<file path="src/osc_ctrl_pkg.sv">
package osc_ctrl_pkg;

	// Register indices; byte address is four times the index
	localparam logic [7:0] IDX_CTRL0      = 8'hE0;
	localparam logic [7:0] IDX_MAIN_TRIM  = 8'hE8;
	localparam logic [7:0] IDX_LOW_TRIM   = 8'hE9;
	localparam logic [7:0] IDX_XTAL_TRIM  = 8'hEB;
	localparam logic [7:0] IDX_TRIM_3V3   = 8'hF0;
	localparam logic [7:0] IDX_STATUS     = 8'hF1;

	// oscillator_control_0 fields
	localparam int CR0_SLOW_SEL_BIT = 7;
	localparam int CR0_PLL_BIT      = 6;
	localparam int CR0_SLEEP_LSB    = 3;
	localparam int CR0_CPU_LSB      = 0;
	localparam logic [7:0] CR0_RESET     = 8'h00;
	localparam logic [1:0] SLEEP_ONE_SEC = 2'h3;

	// low_speed_osc_trim fields
	localparam int LOW_DISABLE_BIT = 6;
	localparam logic [7:0] LOW_TRIM_WMASK = 8'h7F;

	// crystal_osc_trim fields; bits 5:4 reserved, held at zero
	localparam int XTAL_DUTY_LSB = 6;
	localparam logic [7:0] XTAL_TRIM_WMASK = 8'hCF;

	// status fields
	localparam int ST_ACTIVE_XTAL = 0;
	localparam int ST_PENDING     = 1;
	localparam int ST_PLL_SETTLED = 2;
	localparam int ST_LOW_ON      = 3;

	// Oscillator figures
	localparam int MAIN_OSC_MHZ  = 48;
	localparam int HALF_OSC_MHZ  = MAIN_OSC_MHZ / 2;
	localparam int XTAL_HZ       = 32768;
	localparam int PLL_OUT_HZ    = 23986000;
	localparam logic [9:0] PLL_MULT =
		10'((PLL_OUT_HZ + XTAL_HZ / 2) / XTAL_HZ);

	// Lock wait
	localparam int CLK_MHZ         = 200;
	localparam int PLL_SETTLE_MS   = 10;
	localparam int PLL_SETTLE_CYC  = PLL_SETTLE_MS * 1000 * CLK_MHZ;

	typedef struct packed {
		logic [7:0] main_trim;
		logic [5:0] low_trim;
		logic       low_osc_on;
		logic       xtal_enable;
		logic       slow_src_xtal;
		logic       pll_enable;
		logic [9:0] pll_mult;
		logic [2:0] cpu_sel;
		logic [1:0] sleep_sel;
		logic [9:0] sleep_hz;
		logic [9:0] duty_div;
		logic [1:0] xtal_amp;
		logic [1:0] xtal_bias;
	} osc_ctrl_s;

	function automatic logic [9:0] duty_divisor(input logic [1:0] code);
		case (code)
			2'h0:    duty_divisor = 10'h080;
			2'h1:    duty_divisor = 10'h200;
			2'h2:    duty_divisor = 10'h020;
			default: duty_divisor = 10'h008;
		endcase
	endfunction

	function automatic logic [9:0] sleep_rate_hz(input logic [1:0] code);
		case (code)
			2'h0:    sleep_rate_hz = 10'h200;
			2'h1:    sleep_rate_hz = 10'h040;
			2'h2:    sleep_rate_hz = 10'h008;
			default: sleep_rate_hz = 10'h001;
		endcase
	endfunction

endpackage

</file>
<file path="src/half_rate_divider.sv">
`timescale 1ns/10ps
// Re-times the main oscillator and derives its half-rate output
module half_rate_divider (
	input  wire logic clk,
	input  wire logic rst_n,
	input  wire logic ce,
	input  wire logic osc_full,
	output logic      full_q,
	output logic      half_q
);
	logic full_d;
	logic half_d;

	assign full_d = osc_full;
	assign half_d = (osc_full & ~full_q) ? ~half_q : half_q;

	always_ff @(posedge clk or negedge rst_n) begin
		if (!rst_n) begin
			full_q <= 1'b0;
			half_q <= 1'b0;
		end else if (ce) begin
			full_q <= full_d;
			half_q <= half_d;
		end
	end
endmodule

</file>
<file path="src/oscillator_source_control.sv">
`timescale 1ns/10ps
// How it works
// - Main oscillator gives 48 and 24 MHz
// - Reset loads 5V trim; 3.3V readable
// - Main trim write-only; larger means faster
// - Reset loads factory six-bit low trim
// - Disable bit 6 stops low oscillator
// - Low oscillator usable as slow time base
// - After reset slow clock uses low oscillator
// - Crystal enabled only by select bit 7
// - Low oscillator drives until terminal count
// - Switchover independent of sleep interrupt enable
// - Duty field decodes 128, 512, 32, 8
// - Crystal amp, bias factory; bits 5:4 zero
// - Locked oscillator runs at 23.986 MHz
// - Processor select write takes effect immediately
// - Control bit 7 selects slow source
// - Control bit 6 enables phase lock
// - Sleep code 11 selects one-second period
module oscillator_source_control #(
	parameter int         ADDR_W          = 10,
	parameter int         SETTLE_CYCLES   = osc_ctrl_pkg::PLL_SETTLE_CYC,
	parameter logic [7:0] MAIN_TRIM_5V    = 8'h80,
	parameter logic [7:0] MAIN_TRIM_3V3   = 8'h70,
	parameter logic [5:0] LOW_TRIM_INIT   = 6'h20,
	parameter logic [1:0] XTAL_DUTY_INIT  = 2'h0,
	parameter logic [1:0] XTAL_AMP_INIT   = 2'h1,
	parameter logic [1:0] XTAL_BIAS_INIT  = 2'h1
) (
	input  wire logic              clk,
	input  wire logic              resetn,
	input  wire logic              ce,
	input  wire logic              wb_cyc_i,
	input  wire logic              wb_stb_i,
	input  wire logic              wb_we_i,
	input  wire logic [ADDR_W-1:0] wb_adr_i,
	input  wire logic [3:0]        wb_sel_i,
	input  wire logic [31:0]       wb_dat_i,
	output logic      [31:0]       wb_dat_o,
	output logic                   wb_ack_o,
	input  wire logic              main_osc_48,
	input  wire logic              lowspeed_osc_in,
	input  wire logic              crystal_osc_in,
	input  wire logic              sleep_terminal_count,
	output osc_ctrl_pkg::osc_ctrl_s osc_ctrl_o,
	output logic                   slow_clk_o,
	output logic                   clk48_o,
	output logic                   clk24_o
);
	generate
		if (ADDR_W < 10) begin : g_bad_addr
			$error("ADDR_W must be at least 10");
		end
		if (SETTLE_CYCLES < 1) begin : g_bad_settle
			$error("SETTLE_CYCLES must be at least 1");
		end
	endgenerate

	// Reset release through two flops
	logic rst_meta_q;
	logic rst_n;

	always_ff @(posedge clk or negedge resetn) begin
		if (!resetn) begin
			rst_meta_q <= 1'b0;
			rst_n      <= 1'b0;
		end else begin
			rst_meta_q <= 1'b1;
			rst_n      <= rst_meta_q;
		end
	end

	// Register index compare shared by every decode
	function automatic logic index_hit(input logic [7:0] a,
		input logic [7:0] target);
		index_hit = (a == target);
	endfunction

	// Bus decode
	logic [7:0] idx;
	logic       req;
	logic       wr_go;
	logic       hit_ctrl0;
	logic       hit_main;
	logic       hit_low;
	logic       hit_xtal;
	logic       hit_3v3;
	logic       hit_status;
	logic       ack_d;

	assign idx        = wb_adr_i[9:2];
	assign req        = wb_cyc_i & wb_stb_i;
	assign ack_d      = req & ~wb_ack_o;
	// Write lands on the edge where the master samples ack
	assign wr_go      = req & wb_we_i & wb_ack_o & wb_sel_i[0];
	assign hit_ctrl0  = index_hit(idx, osc_ctrl_pkg::IDX_CTRL0);
	assign hit_main   = index_hit(idx, osc_ctrl_pkg::IDX_MAIN_TRIM);
	assign hit_low    = index_hit(idx, osc_ctrl_pkg::IDX_LOW_TRIM);
	assign hit_xtal   = index_hit(idx, osc_ctrl_pkg::IDX_XTAL_TRIM);
	assign hit_3v3    = index_hit(idx, osc_ctrl_pkg::IDX_TRIM_3V3);
	assign hit_status = index_hit(idx, osc_ctrl_pkg::IDX_STATUS);

	// Register state
	logic [7:0] ctrl0_q;
	logic [7:0] ctrl0_d;
	logic [7:0] main_trim_q;
	logic [7:0] main_trim_d;
	logic [7:0] low_trim_q;
	logic [7:0] low_trim_d;
	logic [7:0] xtal_trim_q;
	logic [7:0] xtal_trim_d;
	logic       active_xtal_q;
	logic       active_xtal_d;
	logic       pll_settled;

	// One write strobe per writable register
	logic wr_ctrl0;
	logic wr_main;
	logic wr_low;
	logic wr_xtal;

	assign wr_ctrl0    = wr_go & hit_ctrl0;
	assign wr_main     = wr_go & hit_main;
	assign wr_low      = wr_go & hit_low;
	assign wr_xtal     = wr_go & hit_xtal;

	assign ctrl0_d     = wr_ctrl0 ? wb_dat_i[7:0] : ctrl0_q;
	assign main_trim_d = wr_main ? wb_dat_i[7:0]
		: main_trim_q;
	assign low_trim_d  = wr_low
		? (wb_dat_i[7:0] & osc_ctrl_pkg::LOW_TRIM_WMASK) : low_trim_q;
	assign xtal_trim_d = wr_xtal
		? (wb_dat_i[7:0] & osc_ctrl_pkg::XTAL_TRIM_WMASK)
		: xtal_trim_q;

	// Pending selection follows bit 7; active moves only on terminal count
	logic sel_xtal;
	assign sel_xtal      = ctrl0_q[osc_ctrl_pkg::CR0_SLOW_SEL_BIT];
	assign active_xtal_d = sleep_terminal_count ? sel_xtal
		: active_xtal_q;

	always_ff @(posedge clk or negedge rst_n) begin
		if (!rst_n) begin
			ctrl0_q <= osc_ctrl_pkg::CR0_RESET;
		end else if (ce) begin
			ctrl0_q <= ctrl0_d;
		end
	end

	// Factory value for the higher supply comes out of reset
	always_ff @(posedge clk or negedge rst_n) begin
		if (!rst_n) begin
			main_trim_q <= MAIN_TRIM_5V;
		end else if (ce) begin
			main_trim_q <= main_trim_d;
		end
	end

	// Disable bit clears at reset, so the low oscillator starts running
	always_ff @(posedge clk or negedge rst_n) begin
		if (!rst_n) begin
			low_trim_q <= {2'h0, LOW_TRIM_INIT};
		end else if (ce) begin
			low_trim_q <= low_trim_d;
		end
	end

	// Reserved bits 5:4 leave reset as zero and cannot be written
	always_ff @(posedge clk or negedge rst_n) begin
		if (!rst_n) begin
			xtal_trim_q <= {XTAL_DUTY_INIT, 2'h0, XTAL_AMP_INIT,
				XTAL_BIAS_INIT};
		end else if (ce) begin
			xtal_trim_q <= xtal_trim_d;
		end
	end

	// Crystal is never the active source straight after reset
	always_ff @(posedge clk or negedge rst_n) begin
		if (!rst_n) begin
			active_xtal_q <= 1'b0;
		end else if (ce) begin
			active_xtal_q <= active_xtal_d;
		end
	end

	// Lock wait indication for firmware
	settle_timer #(
		.COUNT (SETTLE_CYCLES)
	) u_settle (
		.clk    (clk),
		.rst_n  (rst_n),
		.ce     (ce),
		.run    (ctrl0_q[osc_ctrl_pkg::CR0_PLL_BIT]),
		.done_q (pll_settled)
	);

	// Read data
	logic [7:0] status;
	logic [7:0] rdata;

	logic       switch_pending;
	logic       low_running;
	logic [7:0] rd_ctrl0;
	logic [7:0] rd_3v3;
	logic [7:0] rd_status;

	assign switch_pending = sel_xtal ^ active_xtal_q;
	assign low_running    = ~low_trim_q[osc_ctrl_pkg::LOW_DISABLE_BIT];
	assign status = {4'h0, low_running, pll_settled, switch_pending,
		active_xtal_q};
	// Writable trim registers are write-only and read back as zero; the 3.3V trim reads back
	assign rd_ctrl0  = hit_ctrl0 ? ctrl0_q : 8'h00;
	assign rd_3v3    = hit_3v3 ? MAIN_TRIM_3V3 : 8'h00;
	assign rd_status = hit_status ? status : 8'h00;
	assign rdata     = rd_ctrl0 | rd_3v3 | rd_status;

	// Ack is a one-cycle pulse; a held request is answered again every second cycle
	always_ff @(posedge clk or negedge rst_n) begin
		if (!rst_n) begin
			wb_ack_o <= 1'b0;
		end else if (ce) begin
			wb_ack_o <= ack_d;
		end
	end

	always_ff @(posedge clk or negedge rst_n) begin
		if (!rst_n) begin
			wb_dat_o <= 32'h0000_0000;
		end else if (ce && ack_d) begin
			wb_dat_o <= {24'h00_0000, rdata};
		end
	end

	// Control outputs toward the analog cells
	osc_ctrl_pkg::osc_ctrl_s ctrl_d;
	logic [1:0]              sleep_code;
	logic [1:0]              duty_code;
	logic [2:0]              cpu_code;
	logic                    lock_on;
	logic [5:0]              low_code;
	logic [1:0]              amp_code;
	logic [1:0]              bias_code;

	// Field views of the register bits
	assign sleep_code = ctrl0_q[osc_ctrl_pkg::CR0_SLEEP_LSB +: 2];
	assign duty_code  = xtal_trim_q[osc_ctrl_pkg::XTAL_DUTY_LSB +: 2];
	assign cpu_code   = ctrl0_q[osc_ctrl_pkg::CR0_CPU_LSB +: 3];
	assign lock_on    = ctrl0_q[osc_ctrl_pkg::CR0_PLL_BIT];
	assign low_code   = low_trim_q[5:0];
	assign amp_code   = xtal_trim_q[3:2];
	assign bias_code  = xtal_trim_q[1:0];

	always_comb begin
		ctrl_d               = '0;
		ctrl_d.main_trim     = main_trim_q;
		ctrl_d.low_trim      = low_code;
		ctrl_d.low_osc_on    = low_running;
		ctrl_d.xtal_enable   = sel_xtal;
		ctrl_d.slow_src_xtal = active_xtal_q;
		ctrl_d.pll_enable    = lock_on;
		ctrl_d.pll_mult      = osc_ctrl_pkg::PLL_MULT;
		ctrl_d.cpu_sel       = cpu_code;
		ctrl_d.sleep_sel     = sleep_code;
		ctrl_d.sleep_hz      = osc_ctrl_pkg::sleep_rate_hz(sleep_code);
		ctrl_d.duty_div      = osc_ctrl_pkg::duty_divisor(duty_code);
		ctrl_d.xtal_amp      = amp_code;
		ctrl_d.xtal_bias     = bias_code;
	end

	// Slow clock bus; a source change can glitch it
	logic slow_d;
	assign slow_d = active_xtal_q ? crystal_osc_in
		: (lowspeed_osc_in & ctrl_d.low_osc_on);

	always_ff @(posedge clk or negedge rst_n) begin
		if (!rst_n) begin
			osc_ctrl_o <= '0;
		end else if (ce) begin
			osc_ctrl_o <= ctrl_d;
		end
	end

	always_ff @(posedge clk or negedge rst_n) begin
		if (!rst_n) begin
			slow_clk_o <= 1'b0;
		end else if (ce) begin
			slow_clk_o <= slow_d;
		end
	end

	half_rate_divider u_half (
		.clk      (clk),
		.rst_n    (rst_n),
		.ce       (ce),
		.osc_full (main_osc_48),
		.full_q   (clk48_o),
		.half_q   (clk24_o)
	);
endmodule

</file>
<file path="src/settle_timer.sv">
`timescale 1ns/10ps
// Counts while run is high; done stays high until run drops
module settle_timer #(
	parameter int COUNT = 1
) (
	input  wire logic clk,
	input  wire logic rst_n,
	input  wire logic ce,
	input  wire logic run,
	output logic      done_q
);
	localparam int CW = $clog2(COUNT + 1);
	localparam logic [CW-1:0] LAST = CW'(COUNT - 1);

	logic [CW-1:0] cnt_q;
	logic [CW-1:0] cnt_d;
	logic          done_d;

	generate
		if (COUNT < 1) begin : g_bad
			$error("settle_timer COUNT must be at least 1");
		end
	endgenerate

	assign cnt_d  = !run ? '0 : (done_q ? cnt_q : cnt_q + CW'(1));
	assign done_d = run & (done_q | (cnt_q == LAST));

	always_ff @(posedge clk or negedge rst_n) begin
		if (!rst_n) begin
			cnt_q  <= '0;
			done_q <= 1'b0;
		end else if (ce) begin
			cnt_q  <= cnt_d;
			done_q <= done_d;
		end
	end
endmodule

</file>
<file path="config.mk">
export PLATFORM = sky130hd
export DESIGN_NAME = oscillator_source_control
export DESIGN_NICKNAME = d
export VERILOG_FILES = /design/src/osc_ctrl_pkg.sv /design/src/half_rate_divider.sv /design/src/oscillator_source_control.sv /design/src/settle_timer.sv
export SDC_FILE = /design/constraint.sdc
export NUM_CORES = 1
export LEC_CHECK = 0
export BUFFER_PORTS_ARGS = -buffer_cell sky130_fd_sc_hd__buf_2
export CAP_MARGIN = 0
export CELL_PAD_IN_SITES_DETAIL_PLACEMENT = 0
export CELL_PAD_IN_SITES_GLOBAL_PLACEMENT = 1
export CORE_MARGIN = 2
export CORE_UTILIZATION = 42
export CTS_CLUSTER_DIAMETER = 50
export DETAILED_ROUTE_END_ITERATION = 6
export PLACE_DENSITY_LB_ADDON = 0.1
export SLEW_MARGIN = 20
export SYNTH_ARGS = -nofsm -noshare
export SYNTH_HDL_FRONTEND = slang
export SYNTH_SLANG_ARGS = --single-unit
</file>
<file path="constraint.sdc">
create_clock -name clk -period 5 [get_ports clk]
set_input_delay 1 -clock clk [delete_from_list [all_inputs] [get_ports clk]]
set_output_delay 1 -clock clk [all_outputs]
set_load 0.02 [all_outputs]
</file>
Word level (Yosys, flattened, before mapping). Index checks and enable logic that the tools add are counted.

Bits in registers: 114. Bits of input ports: 56. Output and inout port bits: 93.

$add $sub $neg: 1. Equality and inequality tests: 12. Multiplexer cells: 8. Bitwise operators: 20. Reduce and logical (&&, ||, !) cells: 10.

Operator list (count): $pmux 10 s3 (2); $eq 8x8->1 const B (6); $mux 21 (2); $add 21x1->21 const B (1); $eq 21x21->1 const B (1); $reduce_and 2->1 (7); $and 1x1->1 (12); $mux 8 (1); $or 8x4->8 (1); $or 8x7->8 (1); $mux 7 (1); $eq 2x1->1 const B (2); $eq 2x2->1 const B (2); $logic_not 2->1 (2); $mux 4 (1); $not 1->1 (4); $ne 2x2->1 const B (1); $logic_and 1x1->1 (1); $mux 1 (1); $or 1x1->1 (1); $xor 1x1->1 (1).

Logic depth before layout (Yosys ltp).
Depth after elaboration: 6. Gate-level depth with buffers: 6. Depth with buffers taken out: 5.

By module. Synthesis repeated with hierarchy kept, for this count alone.

Cells, all modules: 398. Area total of the unflattened synthesis: 4763.3 um2.

Modules (own cells, without submodules): oscillator_source_control (instances 1, cells each 267, area an instance 3535.9 um2, seq. area each 1956.9 um2); settle_timer (instances 1, cells each 126, area an instance 1146.1 um2, seq. area each 550.5 um2); half_rate_divider (instances 1, cells each 5, area an instance 81.3 um2, seq. area each 50.0 um2).

Worst setup path before layout. Ideal clock, no wire load.

Path type: input to register. Start point: in wb_adr_i[6]. End point: reg main_trim_q[0]. Arrival time: 2.394 ns. Data required time: 4.875 ns. Slack: 2.481 ns. Stages: 5. Path buffers: 1. Cell sequence: clkbuf_1 > nand4b_1 > nor4_1 > nor3b_2 > mux2_2.

Word-level cells in the longest chain between the ends: 3.

Ends and longest elaborated chain: start, declared (RTL line oscillator_source_control.sv:36) `input wire logic [ADDR_W-1:0] wb_adr_i,`; $eq 8x8->1 (RTL line oscillator_source_control.sv:76) `index_hit = (a == target);`; $and 1x1->1 (RTL line oscillator_source_control.sv:123) `assign wr_main = wr_go & hit_main;`; $reduce_and 2->1 (no line); end signal, assigned (RTL line oscillator_source_control.sv:155) `main_trim_q <= main_trim_d;`; end, declared (RTL line oscillator_source_control.sv:106) `logic [7:0] main_trim_q;`.

No other way between the ends. A chain may end at the register's enable or synchronous reset.

Final worst setup path.
Start point: in wb_adr_i[6]. End point: reg main_trim_q[6].

The elaborated chain is that of the path after synthesis.

==> impl_metrics.py <==
metrics = {
    "clock_tree": {
        "worst_path_clk_slew_ps": 100,
        "cts-hold-fix-buffers": 0,
        "htree_levels": 3,
        "worst_skew_pair_latency_ps": 370,
        "clock_tree.buffer_depth": 2,
        "tritoncts": "done",
        "postCtsResizedCells": 0,
        "clock_tree.root_cell": "sky130_fd_sc_hd__clkbuf_8",
        "cts_setup_buffers": 0,
        "numCtsBuffers": 9,
        "cts.sinks": 102,
    },
    "final_layout": {
        "nets": 532,
        "final_cells": 620,
        "syn_to_final_growth_pct": 11.4,
        "fill_cells": 1057,
        "num_antenna_cells": 0,
        "utilization_pct": 48.0,
        "ff_latch_area_um2": 2560,
        "layout-drive-gt1-share_pct": 35.4,
        "area_used_by_multi_input_combinational_logic_um2": 1810,
    },
    "route": {
        "num_vias": 3145,
        "drc_errors": 0,
        "detailedRoute.firstIterationViolations": 137,
        "final_antenna_net_count": 0,
        "firstDrtPassIters": 4,
        "viasPerCell": 5.07,
        "postRouteWirelength_um": 9650,
        "routedWlPerCell_um": 15.6,
    },
    "worst_setup_path": {
        "crit_arrival_ps": 2840,
        "r2r_slack_ps": 2810,
        "crit_path_max_fanout": 8,
        "cp-end-kind": "flop",
        "setup.worst_path.class": "primary input to flop",
        "crit_path_start_kind": "primary input",
        "worstPathRequired_ps": 5260,
    },
    "sta": {
        "tightest_slew_ps": 849,
        "maxSlewHeadroom_pct": 43.1,
        "final_hold_viol_count": 0,
        "clock_period_minus_final_worst_setup_slack_ps": 2580,
        "finalMaxSlewViolations": 0,
        "rsz0062_at_grt": "false",
        "max_freq_mhz": 388,
        "fin_crit_sh_pct": 51.6,
        "final.setup.tns_ps": 0,
        "setup_viol": 0,
        "worst_hold_slack_ps": 316,
        "worst_clock_skew_ps": 11.8,
    },
    "synth": {
        "netlist_area_um2": 4690,
        "yosysWarnings": 0,
        "synthDistinctLibCells": 45,
        "synthXorXnorAreaFrac_pct": 1.31,
        "mux_cell_area_share_after_synthesis_pct": 14.7,
        "synth_flop_cell": "sky130_fd_sc_hd__dfrtp_1",
        "synthesized_instance_count": 403,
        "synth-simple-area-share_pct": 12.9,
        "synth-compound-area-share_pct": 6.19,
        "yosysSeqAreaShare_pct": 54.6,
        "avgSynthCellArea_um2": 11.6,
        "yosys.area.top_type": "sky130_fd_sc_hd__dfrtp_1",
        "number_of_enable_type_register_cells_in_the_synthesized_netlist": 0,
        "synth_largest_type_area_fraction_pct": 52.3,
        "yosys.area_share.adder_pct": 0.267,
        "post_synth_main_area_contributors": "sky130_fd_sc_hd__dfrtp_1 (52%), sky130_fd_sc_hd__mux2_2 (15%), sky130_fd_sc_hd__buf_4 (7.2%)",
        "fraction_of_registers_with_async_set_or_reset_after_synthesis_pct": 100,
        "ys_seq_elements": 102,
        "combinational_family_with_the_most_area_after_synthesis": "multiplexers",
    },
    "worst_hold_path": {
        "hp-class": "flop to async pin",
    },
    "grt": {
        "maximum_number_of_pins_on_one_net_before_global_route_repair": 60,
        "grt.total_usage_pct": 17.2,
        "grt_antenna_before_repair": 1,
        "first_global_vias": 3056,
        "grt.overflow.total": 0,
        "first_pass_grt_wire_length_um": 15600,
    },
    "power": {
        "power.leakage_nw": 2.57,
        "ir_drop_v": 0.000195,
        "power.total_mw": 1.51,
        "cellPowerDensity_nw_per_um2": 289,
    },
    "status": {
        "status": "completed",
    },
    "die": {
        "core_area_um2": 10900,
        "number_of_rows_created_at_floorplan": 38,
        "die_area_um2": 12000,
        "die-height_um": 110,
        "start_util_pct": 43.0,
        "dieWidth_um": 110,
        "floorplan.io_pins": 149,
    },
    "place": {
        "placedCellCount": 604,
        "gp_routability_congestion": 0.782,
        "place_hpwl_um": 6590,
        "io_port_bufs": 79,
    },
    "run": {
        "timing.max_cap.violations": 0,
    },
}
stage by stage:
step                      area [um^2]  setup WS (ps)
after detailed placement         5020           2010
final                            5220           2420
after global routing             5220           2360
after floorplan                  4830           1960
after CTS                        5220           2410
after global placement           5020           2090
Yosys cell counts, types with 3 or more instances:
cell type,n
sky130_fd_sc_hd__mux2_2,61
sky130_fd_sc_hd__nor3_1,5
sky130_fd_sc_hd__clkbuf_1,9
sky130_fd_sc_hd__nand3_1,10
sky130_fd_sc_hd__inv_1,15
sky130_fd_sc_hd__nand4_1,6
sky130_fd_sc_hd__dfrtp_1,98
sky130_fd_sc_hd__nand4b_1,4
sky130_fd_sc_hd__buf_1,3
sky130_fd_sc_hd__nand3b_1,6
sky130_fd_sc_hd__dfstp_2,4
sky130_fd_sc_hd__or4_1,5
sky130_fd_sc_hd__xnor2_1,5
sky130_fd_sc_hd__a221oi_1,3
sky130_fd_sc_hd__a21oi_1,11
sky130_fd_sc_hd__nand2_1,22
sky130_fd_sc_hd__nor2_1,26
sky130_fd_sc_hd__nor4b_1,3
sky130_fd_sc_hd__o31ai_1,10
sky130_fd_sc_hd__buf_4,45
sky130_fd_sc_hd__nor4_1,8
sky130_fd_sc_hd__o21ai_0,11
layout by cell type, fill, tap and decap left out, types with 5 or more instances in the layout:
cell type / Yosys / final
sky130_fd_sc_hd__o21ai_0: 11 / 11
sky130_fd_sc_hd__clkbuf_8: 0 / 9
sky130_fd_sc_hd__nand3b_1: 6 / 6
sky130_fd_sc_hd__xnor2_1: 5 / 5
sky130_fd_sc_hd__mux2_2: 61 / 61
sky130_fd_sc_hd__a21oi_1: 11 / 11
sky130_fd_sc_hd__nor3_1: 5 / 5
sky130_fd_sc_hd__o31ai_1: 10 / 10
sky130_fd_sc_hd__dfrtp_1: 98 / 97
sky130_fd_sc_hd__buf_2: 1 / 79
sky130_fd_sc_hd__nand4_1: 6 / 6
sky130_fd_sc_hd__inv_1: 15 / 15
sky130_fd_sc_hd__nor2_1: 26 / 26
sky130_fd_sc_hd__nand2_1: 22 / 22
sky130_fd_sc_hd__nand3_1: 10 / 10
sky130_fd_sc_hd__or4_1: 5 / 5
sky130_fd_sc_hd__nor4_1: 8 / 8
sky130_fd_sc_hd__conb_1: 2 / 41
worst paths after layout:
path,depth (start not counted),to,startpoint
max in group asynchronous,1,slow_clk_o$_DFFE_PN0P_,rst_n$_DFF_PN0_
worst max-delay path,5,main_trim_q[6]$_DFFE_PN0P_,wb_adr_i[6]
worst min register to register,0,osc_ctrl_o[27]$_DFFE_PN0P_,rst_n$_DFF_PN0_
min in group clk,0,rst_n$_DFF_PN0_,rst_meta_q$_DFF_PN0_
worst min-delay path,0,osc_ctrl_o[27]$_DFFE_PN0P_,rst_n$_DFF_PN0_
worst max register to register,4,main_trim_q[6]$_DFFE_PN0P_,wb_ack_o$_DFFE_PN0P_
final cells by class:
cell class | count | area share [%]
sequential | 102 | 49.1
inverter | 15 | 1.08
multi-input combinational | 265 | 34.7
tap | 140 | 3.35
clock inverter | 6 | 1.41
clock buffer | 10 | 2.44
timing repair buffer | 82 | 8.00
worst max-delay path: stages:
cell                       delay (ps)
sky130_fd_sc_hd__buf_2            150
sky130_fd_sc_hd__nand4b_1         240
sky130_fd_sc_hd__nor4_1           280
sky130_fd_sc_hd__nor3b_2          770
sky130_fd_sc_hd__mux2_2           410
registers in the layout, indices dropped and copies added (netlist names), 6 cells and up:
register        flops
osc_ctrl_o         36
u_settle.cnt_q     21
ctrl0_q             8
main_trim_q         8
wb_dat_o            8
low_trim_q          7
xtal_trim_q         6
power by group:
part	leakage, nW	internal, mW	switching, mW
sequential	1.37	0.838	0.0151
combinational	1.10	0.0303	0.0838
clock	0.102	0.240	0.301
total	2.57	1.11	0.400
cell families (layout without fill, tap and decap cells):
logic type | count (synthesis) | count (layout)
compound gates | 45 | 45
xor+xnor | 7 | 7
fa+ha+maj | 1 | 1
buf+inv | 75 | 113
flops | 102 | 102
mux | 61 | 61
other cells | 2 | 41
simple gates | 110 | 110
layer usage:
metal  global-route usage (%)  vias to the layer above  share of wire [%]
met5                        0                        -                  0
met4                     4.43                        0                1.8
met3                     6.88                       12                6.2
met2                     27.2                       92                 47
met1                     22.1                     1563                 45
li1                         -                     1478                  -
Power figures use the tool's default switching activity.
